### src/rtl/acw_map.svh
`ifndef ACW_MAP_SVH
`define ACW_MAP_SVH

// Control word field positions
`define ACW_WORD_W        24
`define ACW_MODE_HI       23
`define ACW_MODE_LO       21
`define ACW_GAIN_HI       20
`define ACW_GAIN_LO       18
`define ACW_PICK_BIT      17
`define ACW_SLEEP_BIT     16
`define ACW_SIZE_BIT      15
`define ACW_EXCITE_BIT    14
`define ACW_BURN_BIT      13
`define ACW_POL_BIT       12
`define ACW_NOTCH_HI      11
`define ACW_NOTCH_LO      0

// Reset value of the control word
`define ACW_WORD_RESET    24'h000000

// Synchroniser reset at idle pin levels: clock low, frames high, select and data low
`define ACW_SYNC_RESET    5'h0c

// Frame lengths in serial clocks
`define ACW_FULL_BITS     5'h18
`define ACW_SHORT_BITS    5'h10

// Calibration step time and its cycle count at 50 MHz
`define ACW_CLK_MHZ       50
`define ACW_CAL_STEP_US   200
`define ACW_CAL_STEP_CYC  (`ACW_CAL_STEP_US * `ACW_CLK_MHZ)

`endif

### src/rtl/acw_pkg.sv
`include "acw_map.svh"
`default_nettype none

package acw_pkg;

	typedef enum logic [2:0] {
		ACW_MODE_NORMAL   = 3'h0,
		ACW_MODE_SELF_CAL = 3'h1,
		ACW_MODE_SYS_ZERO = 3'h2,
		ACW_MODE_SYS_FULL = 3'h3
	} acw_mode_t;

	typedef enum logic [4:0] {
		ACW_ST_IDLE      = 5'h01,
		ACW_ST_SELF_ZERO = 5'h02,
		ACW_ST_SELF_FULL = 5'h04,
		ACW_ST_SYS_ZERO  = 5'h08,
		ACW_ST_SYS_FULL  = 5'h10
	} acw_state_t;

	typedef logic [`ACW_WORD_W-1:0] acw_word_t;

endpackage

`default_nettype wire

### src/rtl/acw_link_if.sv
`timescale 1ns/1ps
`default_nettype none

interface acw_link_if;
	import acw_pkg::*;

	logic      wr_done;
	acw_word_t wr_word;
	logic      wr_sel;
	logic      frame_sel;
	acw_word_t rd_word;
	logic      rd_len24;
	logic      rd_allow;
	logic      rd_done;
	logic      rd_sel;

	modport port (
		output wr_done,
		output wr_word,
		output wr_sel,
		output frame_sel,
		input  rd_word,
		input  rd_len24,
		input  rd_allow,
		output rd_done,
		output rd_sel
	);

	modport core (
		input  wr_done,
		input  wr_word,
		input  wr_sel,
		input  frame_sel,
		output rd_word,
		output rd_len24,
		output rd_allow,
		input  rd_done,
		input  rd_sel
	);

endinterface

`default_nettype wire

### src/rtl/acw_serial_port.sv
`timescale 1ns/1ps
`default_nettype none
`include "acw_map.svh"

module acw_serial_port
	import acw_pkg::*;
(
	input  wire logic   clk_i,
	input  wire logic   rst_n_i,
	input  wire logic   serial_clk_i,
	input  wire logic   transmit_frame_n_i,
	input  wire logic   receive_frame_n_i,
	input  wire logic   register_select_i,
	input  wire logic   serial_io_i,
	output logic        serial_io_o,
	output logic        serial_io_oe_o,
	acw_link_if.port    lnk
);

	// Two-stage synchronisers, then a third stage for edge finding
	logic [4:0] s1_q;
	logic [4:0] s2_q;
	logic [4:0] s3_q;

	always_ff @(posedge clk_i or negedge rst_n_i) begin
		if (!rst_n_i) begin
			s1_q <= `ACW_SYNC_RESET;
			s2_q <= `ACW_SYNC_RESET;
			s3_q <= `ACW_SYNC_RESET;
		end else begin
			s1_q <= {serial_clk_i, transmit_frame_n_i, receive_frame_n_i,
				register_select_i, serial_io_i};
			s2_q <= s1_q;
			s3_q <= s2_q;
		end
	end

	logic sclk_rise;
	logic sclk_fall;
	logic tfs_fall;
	logic tfs_rise;
	logic rfs_fall;
	logic tfs_low;
	logic rfs_low;
	assign sclk_rise = s2_q[4] & ~s3_q[4];
	assign sclk_fall = ~s2_q[4] & s3_q[4];
	assign tfs_fall  = ~s2_q[3] & s3_q[3];
	assign tfs_rise  = s2_q[3] & ~s3_q[3];
	assign rfs_fall  = ~s2_q[2] & s3_q[2];
	assign tfs_low   = ~s2_q[3];
	assign rfs_low   = ~s2_q[2];
	assign lnk.frame_sel = s2_q[1];

	// Write path
	acw_word_t win_q;
	logic [4:0] wcnt_q;
	logic       wsel_q;

	always_ff @(posedge clk_i or negedge rst_n_i) begin
		if (!rst_n_i) begin
			win_q  <= `ACW_WORD_RESET;
			wcnt_q <= 5'h00;
			wsel_q <= 1'b0;
		end else if (tfs_fall) begin
			wcnt_q <= 5'h00;
			wsel_q <= s2_q[1];
		end else if (tfs_low && sclk_rise && wcnt_q < `ACW_FULL_BITS) begin
			win_q  <= {win_q[`ACW_WORD_W-2:0], s2_q[0]};
			wcnt_q <= wcnt_q + 5'h01; // Clocks past 24 fall through
		end
	end

	always_ff @(posedge clk_i or negedge rst_n_i) begin
		if (!rst_n_i) begin
			lnk.wr_done <= 1'b0;
			lnk.wr_word <= `ACW_WORD_RESET;
			lnk.wr_sel  <= 1'b0;
		end else begin
			// Short frames never reach the core
			lnk.wr_done <= tfs_rise && (wcnt_q == `ACW_FULL_BITS);
			lnk.wr_word <= win_q;
			lnk.wr_sel  <= wsel_q;
		end
	end

	// Read path: bit changes on falling serial clock, host samples on rising
	acw_word_t rout_q;
	logic [4:0] rcnt_q;
	logic       ract_q;

	always_ff @(posedge clk_i or negedge rst_n_i) begin
		if (!rst_n_i) begin
			rout_q         <= `ACW_WORD_RESET;
			rcnt_q         <= 5'h00;
			ract_q         <= 1'b0;
			lnk.rd_sel     <= 1'b0;
			lnk.rd_done    <= 1'b0;
			serial_io_o    <= 1'b0;
			serial_io_oe_o <= 1'b0;
		end else begin
			lnk.rd_done <= 1'b0;
			if (!rfs_low) begin
				ract_q         <= 1'b0;
				serial_io_oe_o <= 1'b0;
			end else if (rfs_fall && lnk.rd_allow) begin
				rout_q         <= lnk.rd_word;
				rcnt_q         <= lnk.rd_len24 ? `ACW_FULL_BITS : `ACW_SHORT_BITS;
				ract_q         <= 1'b1;
				lnk.rd_sel     <= s2_q[1];
				serial_io_o    <= lnk.rd_word[`ACW_WORD_W-1];
				serial_io_oe_o <= 1'b1;
			end else if (ract_q && sclk_fall) begin
				rout_q      <= {rout_q[`ACW_WORD_W-2:0], 1'b0};
				serial_io_o <= rout_q[`ACW_WORD_W-2];
				rcnt_q      <= rcnt_q - 5'h01;
				if (rcnt_q == 5'h01) begin
					ract_q         <= 1'b0;
					serial_io_oe_o <= 1'b0;
					lnk.rd_done    <= 1'b1;
				end
			end
		end
	end

endmodule

`default_nettype wire

### src/rtl/acw_ctrl.sv
`timescale 1ns/1ps
`default_nettype none
`include "acw_map.svh"

// Overview of operation
// - A complete write frame with register select low goes into the control word.
// - A read frame with register select low shifts out the current control word.
// - Of the write frames, only a full 24-bit one updates the control word; shorter frames change nothing.
// - Serial clocks after the 24th within one write frame are ignored.
// - The word goes MSB first: mode, gain, input pick, sleep, size, excitation, burnout, polarity, notch.
// - Mode 000 is normal mode and the reset default; a select-high read returns conversion data.
// - Mode 001 runs a self-calibration of the picked input, then clears the mode to 000.
// - Self-calibration takes zero scale from shorted inputs and full scale from the reference.
// - Data ready goes low when the self-calibration has finished.
// - Mode 010 runs a zero-scale system calibration, flags data ready, then returns to normal.
// - Data ready falls when a new output word is ready and rises once a full word has been sent.
// - Mode 011 runs a full-scale system calibration, flags data ready, then returns to normal.
module acw_ctrl
	import acw_pkg::*;
#(
	parameter int unsigned CAL_STEP_CYCLES = `ACW_CAL_STEP_CYC
)(
	input  wire logic        clk_i,
	input  wire logic        rst_n_i,
	input  wire logic        serial_clk_i,
	input  wire logic        transmit_frame_n_i,
	input  wire logic        receive_frame_n_i,
	input  wire logic        register_select_i,
	input  wire logic        serial_io_i,
	output logic             serial_io_o,
	output logic             serial_io_oe_o,
	output logic             data_ready_n_o,
	input  wire logic [23:0] conv_data_i,
	input  wire logic        conv_valid_i,
	output logic [2:0]       gain_bits_o,
	output logic             input_pick_o,
	output logic             sleep_bit_o,
	output logic             word_size_bit_o,
	output logic             excitation_bit_o,
	output logic             burnout_bit_o,
	output logic             polarity_bit_o,
	output logic [11:0]      notch_code_o,
	output logic             cal_busy_o,
	output logic             cal_zero_step_o,
	output logic             cal_full_step_o,
	output logic             inputs_shorted_o,
	output logic             ref_applied_o
);

	acw_link_if lnk ();

	acw_serial_port u_port (
		.clk_i              (clk_i),
		.rst_n_i            (rst_n_i),
		.serial_clk_i       (serial_clk_i),
		.transmit_frame_n_i (transmit_frame_n_i),
		.receive_frame_n_i  (receive_frame_n_i),
		.register_select_i  (register_select_i),
		.serial_io_i        (serial_io_i),
		.serial_io_o        (serial_io_o),
		.serial_io_oe_o     (serial_io_oe_o),
		.lnk                (lnk.port)
	);

	function automatic logic [2:0] mode_of(input acw_word_t w);
		mode_of = w[`ACW_MODE_HI:`ACW_MODE_LO];
	endfunction

	function automatic logic is_zero_step(input acw_state_t s);
		is_zero_step = (s == ACW_ST_SELF_ZERO) || (s == ACW_ST_SYS_ZERO);
	endfunction

	function automatic logic is_full_step(input acw_state_t s);
		is_full_step = (s == ACW_ST_SELF_FULL) || (s == ACW_ST_SYS_FULL);
	endfunction

	// Control word
	acw_word_t  ctrl_q;
	acw_state_t state_q;
	logic [31:0] cnt_q;
	logic        step_end;
	logic        cal_write;
	logic        cal_done;

	assign step_end  = (state_q != ACW_ST_IDLE) && (cnt_q == CAL_STEP_CYCLES - 1);
	assign cal_write = lnk.wr_done && !lnk.wr_sel;
	assign cal_done  = step_end && (state_q != ACW_ST_SELF_ZERO);

	always_ff @(posedge clk_i or negedge rst_n_i) begin
		if (!rst_n_i) begin
			ctrl_q <= `ACW_WORD_RESET; // Power-on default is normal mode
		end else if (cal_write) begin
			ctrl_q <= lnk.wr_word; // Select low targets the control word
		end else if (cal_done) begin
			// Mode held during the calibration, cleared only at the end of its last step
			ctrl_q[`ACW_MODE_HI:`ACW_MODE_LO] <= ACW_MODE_NORMAL;
		end
	end

	// Step counter; wide so that long step times fit without rework
	always_ff @(posedge clk_i or negedge rst_n_i) begin
		if (!rst_n_i) begin
			cnt_q <= 32'h0;
		end else if (cal_write) begin
			cnt_q <= 32'h0;
		end else if (state_q == ACW_ST_IDLE || step_end) begin
			cnt_q <= 32'h0;
		end else begin
			cnt_q <= cnt_q + 32'h1;
		end
	end

	// Calibration sequencer; a new write restarts from its own mode
	always_ff @(posedge clk_i or negedge rst_n_i) begin
		if (!rst_n_i) begin
			state_q <= ACW_ST_IDLE;
		end else if (cal_write) begin
			case (mode_of(lnk.wr_word))
				ACW_MODE_SELF_CAL: state_q <= ACW_ST_SELF_ZERO;
				ACW_MODE_SYS_ZERO: state_q <= ACW_ST_SYS_ZERO;
				ACW_MODE_SYS_FULL: state_q <= ACW_ST_SYS_FULL;
				default:           state_q <= ACW_ST_IDLE;
			endcase
		end else begin
			case (state_q)
				ACW_ST_IDLE:      state_q <= ACW_ST_IDLE;
				ACW_ST_SELF_ZERO: state_q <= step_end ? ACW_ST_SELF_FULL : ACW_ST_SELF_ZERO;
				ACW_ST_SELF_FULL: state_q <= step_end ? ACW_ST_IDLE : ACW_ST_SELF_FULL;
				ACW_ST_SYS_ZERO:  state_q <= step_end ? ACW_ST_IDLE : ACW_ST_SYS_ZERO;
				ACW_ST_SYS_FULL:  state_q <= step_end ? ACW_ST_IDLE : ACW_ST_SYS_FULL;
				default:          state_q <= ACW_ST_IDLE;
			endcase
		end
	end

	// Analog steering for the current calibration step
	always_ff @(posedge clk_i or negedge rst_n_i) begin
		if (!rst_n_i) begin
			cal_busy_o       <= 1'b0;
			cal_zero_step_o  <= 1'b0;
			cal_full_step_o  <= 1'b0;
			inputs_shorted_o <= 1'b0;
			ref_applied_o    <= 1'b0;
		end else begin
			cal_busy_o       <= (state_q != ACW_ST_IDLE);
			cal_zero_step_o  <= is_zero_step(state_q);
			cal_full_step_o  <= is_full_step(state_q);
			inputs_shorted_o <= (state_q == ACW_ST_SELF_ZERO);
			ref_applied_o    <= (state_q == ACW_ST_SELF_FULL);
		end
	end

	// Field outputs, one cycle behind the word
	always_ff @(posedge clk_i or negedge rst_n_i) begin
		if (!rst_n_i) begin
			gain_bits_o      <= 3'h0;
			input_pick_o     <= 1'b0;
			sleep_bit_o      <= 1'b0;
			word_size_bit_o  <= 1'b0;
			excitation_bit_o <= 1'b0;
			burnout_bit_o    <= 1'b0;
			polarity_bit_o   <= 1'b0;
			notch_code_o     <= 12'h000;
		end else begin
			gain_bits_o      <= ctrl_q[`ACW_GAIN_HI:`ACW_GAIN_LO];
			input_pick_o     <= ctrl_q[`ACW_PICK_BIT];
			sleep_bit_o      <= ctrl_q[`ACW_SLEEP_BIT];
			word_size_bit_o  <= ctrl_q[`ACW_SIZE_BIT];
			excitation_bit_o <= ctrl_q[`ACW_EXCITE_BIT];
			burnout_bit_o    <= ctrl_q[`ACW_BURN_BIT];
			polarity_bit_o   <= ctrl_q[`ACW_POL_BIT];
			notch_code_o     <= ctrl_q[`ACW_NOTCH_HI:`ACW_NOTCH_LO]; // Range kept by host
		end
	end

	// Conversion data latch; conversions are dropped while calibrating or asleep
	acw_word_t data_q;
	logic      new_word;
	assign new_word = conv_valid_i && (state_q == ACW_ST_IDLE) && !ctrl_q[`ACW_SLEEP_BIT];

	always_ff @(posedge clk_i or negedge rst_n_i) begin
		if (!rst_n_i) begin
			data_q <= `ACW_WORD_RESET;
		end else if (new_word) begin
			data_q <= conv_data_i;
		end
	end

	// Data ready: set wins over the end-of-read clear
	always_ff @(posedge clk_i or negedge rst_n_i) begin
		if (!rst_n_i) begin
			data_ready_n_o <= 1'b1;
		end else if (cal_done || new_word) begin
			data_ready_n_o <= 1'b0;
		end else if (cal_write && mode_of(lnk.wr_word) != ACW_MODE_NORMAL) begin
			data_ready_n_o <= 1'b1;
		end else if (lnk.rd_done && lnk.rd_sel) begin
			data_ready_n_o <= 1'b1; // Full output word sent
		end
	end

	// Read source; 16-bit data words leave left-aligned
	always_ff @(posedge clk_i or negedge rst_n_i) begin
		if (!rst_n_i) begin
			lnk.rd_word  <= `ACW_WORD_RESET;
			lnk.rd_len24 <= 1'b1;
			lnk.rd_allow <= 1'b0;
		end else if (!lnk.frame_sel) begin
			lnk.rd_word  <= ctrl_q; // Live word, mode included
			lnk.rd_len24 <= 1'b1;   // Host takes all 24 bits
			lnk.rd_allow <= 1'b1;
		end else begin
			// Coefficient modes are not served here and read as zero
			lnk.rd_word  <= (mode_of(ctrl_q) == ACW_MODE_NORMAL) ? data_q : `ACW_WORD_RESET;
			lnk.rd_len24 <= ctrl_q[`ACW_SIZE_BIT];
			lnk.rd_allow <= !data_ready_n_o;
		end
	end

endmodule

`default_nettype wire

### config.mk
export PLATFORM = sky130hd
export DESIGN_NAME = acw_ctrl
export DESIGN_NICKNAME = d
export VERILOG_FILES = /design/src/rtl/acw_pkg.sv /design/src/rtl/acw_link_if.sv /design/src/rtl/acw_serial_port.sv /design/src/rtl/acw_ctrl.sv
export VERILOG_INCLUDE_DIRS = /design/src /design/src/rtl
export SDC_FILE = /design/constraint.sdc
export NUM_CORES = 1
export LEC_CHECK = 0
export ABC_AREA = 1
export BUFFER_PORTS_ARGS = -buffer_cell sky130_fd_sc_hd__buf_2
export CORE_MARGIN = 8
export CORE_UTILIZATION = 55
export DETAILED_ROUTE_END_ITERATION = 10
export HOLD_SLACK_MARGIN = 0.05
export PLACE_DENSITY = 0.73
export SLEW_MARGIN = 10
export SYNTH_ARGS = -nofsm -noshare
export SYNTH_HDL_FRONTEND = slang
export SYNTH_SLANG_ARGS = --single-unit
### constraint.sdc
create_clock -name clk_i -period 3.2 [get_ports clk_i]
set_input_delay 0.48 -clock clk_i [delete_from_list [all_inputs] [get_ports clk_i]]
set_output_delay 0.48 -clock clk_i [all_outputs]
set_load 0.1 [all_outputs]
# After elaboration in Yosys (flattened, before gate mapping)
# Cells that the tools add are included.
# totals
ff_bits	241
out_inout_bits	29
# op_classes
add_sub_neg	3
magnitude_cmp	1
eq_ne	13
n_mux	35
bitwise_logic	11
reduce_logical	31
# op_table
cell	count
two-way mux 32 bit	2
two-way mux 24 bit	2
two-way mux 23 bit	2
adder 32 x 1 -> 32 bit (second input constant)	1
equality test 32 x 14 -> 1 bit (second input constant)	1
two-way mux 5 bit	6
one-hot mux 5 bit (4 select lines)	1
two-way mux 1 bit	15
one-hot mux 5 bit (3 select lines)	1
logical AND 1 bit	12
two-way mux 3 bit	4
nonzero test 3 bit	4
equality test 5 x 1 -> 1 bit (second input constant)	2
equality test 5 bit (second input constant)	2
two-way mux 4 bit	2
AND reduction 2 bit	4
equality test 3 x 2 -> 1 bit (second input constant)	2
inverter 1 bit	6
nonzero test 2 bit	3
adder 5 x 1 -> 5 bit (second input constant)	1
AND 1 bit	5
equality test 5 x 2 -> 1 bit (second input constant)	1
equality test 5 x 3 -> 1 bit (second input constant)	1
equality test 5 x 4 -> 1 bit (second input constant)	1
other kinds (8)	13

# Depth between registers and ports, before layout
# depth
word_depth	6
depth_mapped	10
mapped_depth_nobuf	10

# Cells and area by module
# From an unflattened synthesis, not the netlist that was laid out.
# unflattened
cells_unflattened	1096
area_unflattened_um2	9902.0
# modules_own_cells
mod	instances	cells_each	area_per_inst_um2	seq_area_each_um2
acw_ctrl	1	677	5948.2	3457.1
acw_serial_port	1	419	3953.8	2534.9

# Least setup slack after synthesis
# Ideal clock, no wire load.
# synth_path
kind	register -> register
from	register, netlist name u_port.serial_io_oe_o
to	register u_port.rcnt_q[4]
arrival_ps	1776
path_slack_ps	1297
path_stages_with_launch	7
path_buffers	1
path_cell_list	dfrtp_1 > nand2_1 > o21ai_1 > buf_4 > nand3_1 > a21oi_1 > o21ai_0
# synth_lines
item	line	source
to (signal assigned)	acw_serial_port.sv:107	rcnt_q <= lnk.rd_len24 ? `ACW_FULL_BITS : `ACW_SHORT_BITS;
to (signal assigned)	acw_serial_port.sv:115	rcnt_q <= rcnt_q - 5'h01;
to (decl)	acw_serial_port.sv:88	logic [4:0] rcnt_q;

# Worst setup path in the final report
# layout_path
from	register cnt_q[0]
to	register cnt_q[15]
# layout_via
elab_chain_len	5
elab_cells_between_ends	6
# layout_lines
item	line	source
from (decl)	acw_ctrl.sv:80	logic [31:0] cnt_q;
from (signal assigned)	acw_ctrl.sv:109	cnt_q <= cnt_q + 32'h1;
parallel branches: the longest is 3 deep, another holds adder 32 x 1 -> 32 bit	-	
two-way mux 32 bit (*)	acw_ctrl.sv:106	end else if (state_q == ACW_ST_IDLE || step_end) begin
two-way mux 32 bit (*)	acw_ctrl.sv:104	end else if (cal_write) begin
# Mark *: on every way between the ends.
# A chain may end at the register's enable or synchronous reset.

==> qor.txt <==
R2R Setup Slk - 0.74 ns
Vias in the first global route - 6814
GPL Wtd Cong - 0.8859
Gr ovfl total - 0
Antenna violations before repair - 0
Skew final - 0.01391 ns
CTS root buffer - clkbuf_16
Switching pwr - 1.488 mW
DRC - 0
Routing usage on met1 - 26.07%
Worst-Margin Slew - 0.8683 ns
Crit path max fanout - 20
Core Box Area - 17000 µm²
DIE HEIGHT - 146.9 µm
Synthesized instance count - 947
Core Rows - 48
Post-synthesis cell area - 9418 µm²
Share of cells above drive strength 1 - 16.72%
CTS Buf Count - 25
Die ar. - 21570 µm²
FILL cells - 1335
Multi-input logic area - 3050 µm²
Maximum VDD drop - 553.5 µV
Pwr/cell area - 629.7 nW/µm²
Number of max-cap violations - 0
Setup CP Type - reg -> reg
Die width - 146.9 µm
Vias per std cell - 5.321
Clock share of power - 47.0%
Area post-placement - 9960 µm²
First-iteration detailed-routing DRC count - 465
Synth Net Count - 984
Most numerous cell on the critical path - nor2_1
Critical path launch point type - register
Status - complete, no violations
Area Growth Syn to Fin - 15.85%
Fin crit share - 76.84%
Post-synth top area share - 61.11%
Initial Utilization - 55.41%
H-tree depth - 1
Top-count cell post-synth - nand2_1
Sequential share of power - 47.9%
Register area - 5992 µm²
Post-synth ARST share - 100.0%
Vias - 6673
Worst path cell trace - ha_1 -> nand3_1 -> nor2_1 -> nand2_1 -> nor2_2 -> nor2_1 -> inv_1 -> nor2_1
Switching Fraction - 21.65%
Avg Inst Size Synth - 9.945 µm²
Arrival time at the worst endpoint - 2.88 ns
I/O Buffers - 60
Hold path cells - 1
Comb pwr share - 5.1%
Detail Route Antenna Nets - 0
Crit. End Element - register
Pre-antenna DRT Iters - 5
Clock slew at reported path FFs - 0.06 ns
ANT cells - 0
Most used routing layer - met2
Largest cells by area after synthesis - dfrtp_1, nand2_1, nor2_1, mux2_2, nand3_1
Number of I/O pins - 61
CTS max path bufs - 3
Min Tclk post-route - 2.459 ns
Main synth FF type - dfrtp_1
CP top delay family - simple AND/OR/NAND/NOR gates
Worst r2r path cells - 8
Leading area contributor after synthesis - dfrtp_1
Slowest CP cell - nor2_1
Synth cell count leaders - nand2_1, dfrtp_1, nor2_1, inv_1, nand3_1
Hold EP - u_port.s1_q[2]$_DFF_PN1_
Worst skew pair latency - 0.51 ns
Leakage power - 5.204 nW
Tightest Hold Check Type - in -> reg
F_max - 406.7 MHz
Worst EP required - 3.62 ns
Fin nets - 1048
Hold Crit Start - receive_frame_n_i
Register area share after synthesis - 63.62%
Wire per inst - 15.79 µm
Largest net degree at the start of global routing - 81
First-pass GRT wire length - 33730 µm
R2r endpoint - cnt_q[15]$_DFF_PN0_
Final setup viols - 0
Fin. Hold Viols - 0
Final wirelength - 19810 µm
Int Power - 5.382 mW
Critical path's largest stage delay - 0.59 ns
CTS tree - built
DP HPWL - 12810 µm
Global Route met2 Usage - 30.51%
Worst r2r src - cnt_q[0]$_DFF_PN0_
Setup bufs post-CTS - 0
FF+latch count, synth - 239
Total GRT Usage - 18.93%
M3 GR Usage - 2.676%
Number of synthesized flops with an enable pin - 0
Bufs and invs on worst path - 1
Ys Warns - 0
# clock sinks - 239
Unrepaired setup endpoints after global routing - no
TNS Setup - 0 ns
Slew headroom - 41.95%
Final non-filler cell area - 10910 µm²
Synth cell types - 31
Max-slew violation count - 0
-- metal layers --
metal | share of wire (%) | vias to the layer above
met5 | 0 | -
met4 | 2.2 | 0
met3 | 4.8 | 33
met2 | 47 | 174
met1 | 46 | 3248
li1 | - | 3218
-- cell type report --
type / count / area share [%]
sequential: 239 / 54.92
multi-input combinational: 616 / 27.96
clock buffer: 33 / 6.560
timing repair buffer: 73 / 3.991
tap: 225 / 2.580
clock inverter: 12 / 2.064
inverter: 56 / 1.927
-- power by group through the flow --
stage	clock network, mW	logic (mW)	registers [mW]
after floorplan	0	0.198	3.34
after global placement	0	0.345	3.33
after detailed placement	0	0.356	3.34
after CTS	3.28	0.359	3.29
after global routing	3.39	0.405	3.31
final	3.23	0.352	3.29
-- cell families (layout without fill, tap and decap cells) --
kind of cell             Yosys count  in the layout  synth area share, %
AND/OR/NAND/NOR                  462            462                21.00
flip-flops                       239            239                63.62
AO/OA/AOI/OAI                    108            108                6.204
buffers and inverters             92            174                4.052
multiplexers                      24             24                2.870
XOR/XNOR                          17             17                1.581
adder cells (fa/ha/maj)            5              5               0.6643
-- layout by cell type (no fill, tap or decap), types with 3 or more instances in the layout --
master and n:
inv_1 55, nor3_1 27, nand3_1 52, nand3_2 3, nor2_2 8, nor3_2 4, dfstp_2 9, xor2_1 13
buf_4 10, o21ai_0 39, xnor2_1 4, o22ai_1 27, nand2_1 248, dfrtp_1 230, mux2_2 24, buf_2 59
clkinvlp_4 3, a31oi_1 6, a21oi_1 34, nand2_2 3, nand4_1 14, bufinv_16 6, ha_1 5, clkbuf_8 6
nor2_4 4, nor2_1 95, clkbuf_16 25
-- per-stage QoR --
stage	setup slack [ns]	hold slack [ns]	total power, mW	instances	util, %
final	0.7412	0.06894	6.870	1254	64.19
after global routing	0.4639	0.05880	7.104	1254	64.19
after CTS	0.7332	0.05007	6.923	1254	64.19
after detailed placement	0.7861	0.3347	3.694	1208	58.60
after global placement	0.8218	0.3327	3.679	1208	58.60
after floorplan	1.297	0.1844	3.533	947	-
-- registers in the layout (all words and copies together), names as in the netlist, 5 cells and up --
name,count
lnk.rd_word,24
data_q,24
ctrl_q,24
u_port.s2_q,5
u_port.rout_q,23
u_port.wcnt_q,5
u_port.win_q,24
u_port.rcnt_q,5
notch_code_o,12
u_port.lnk.wr_word,24
cnt_q,32
state_q,5
u_port.s1_q,5
-- worst max-delay path by stage --
stage | to | slack [ns] | depth (start not counted) | start
final | cnt_q[15]$_DFF_PN0_ | 0.74 | 8 | cnt_q[0]$_DFF_PN0_
after global routing | cnt_q[15]$_DFF_PN0_ | 0.46 | 8 | cnt_q[0]$_DFF_PN0_
after CTS | cnt_q[15]$_DFF_PN0_ | 0.73 | 8 | cnt_q[0]$_DFF_PN0_
after detailed placement | cnt_q[15]$_DFF_PN0_ | 0.79 | 8 | cnt_q[0]$_DFF_PN0_
after global placement | cnt_q[0]$_DFF_PN0_ | 0.82 | 8 | cnt_q[0]$_DFF_PN0_
after floorplan | u_port.rcnt_q[4]$_DFFE_PN0P_ | 1.30 | 6 | u_port.serial_io_oe_o$_DFFE_PN0P_
-- what timing repair did --
action / CTS / global route
hold endpoints to repair: 74 / 0
hold buffers: 1 / 0
resized for setup: 0 / 0
setup endpoints to repair: 0 / 0
Note: power is estimated with default switching activity, not from simulation.
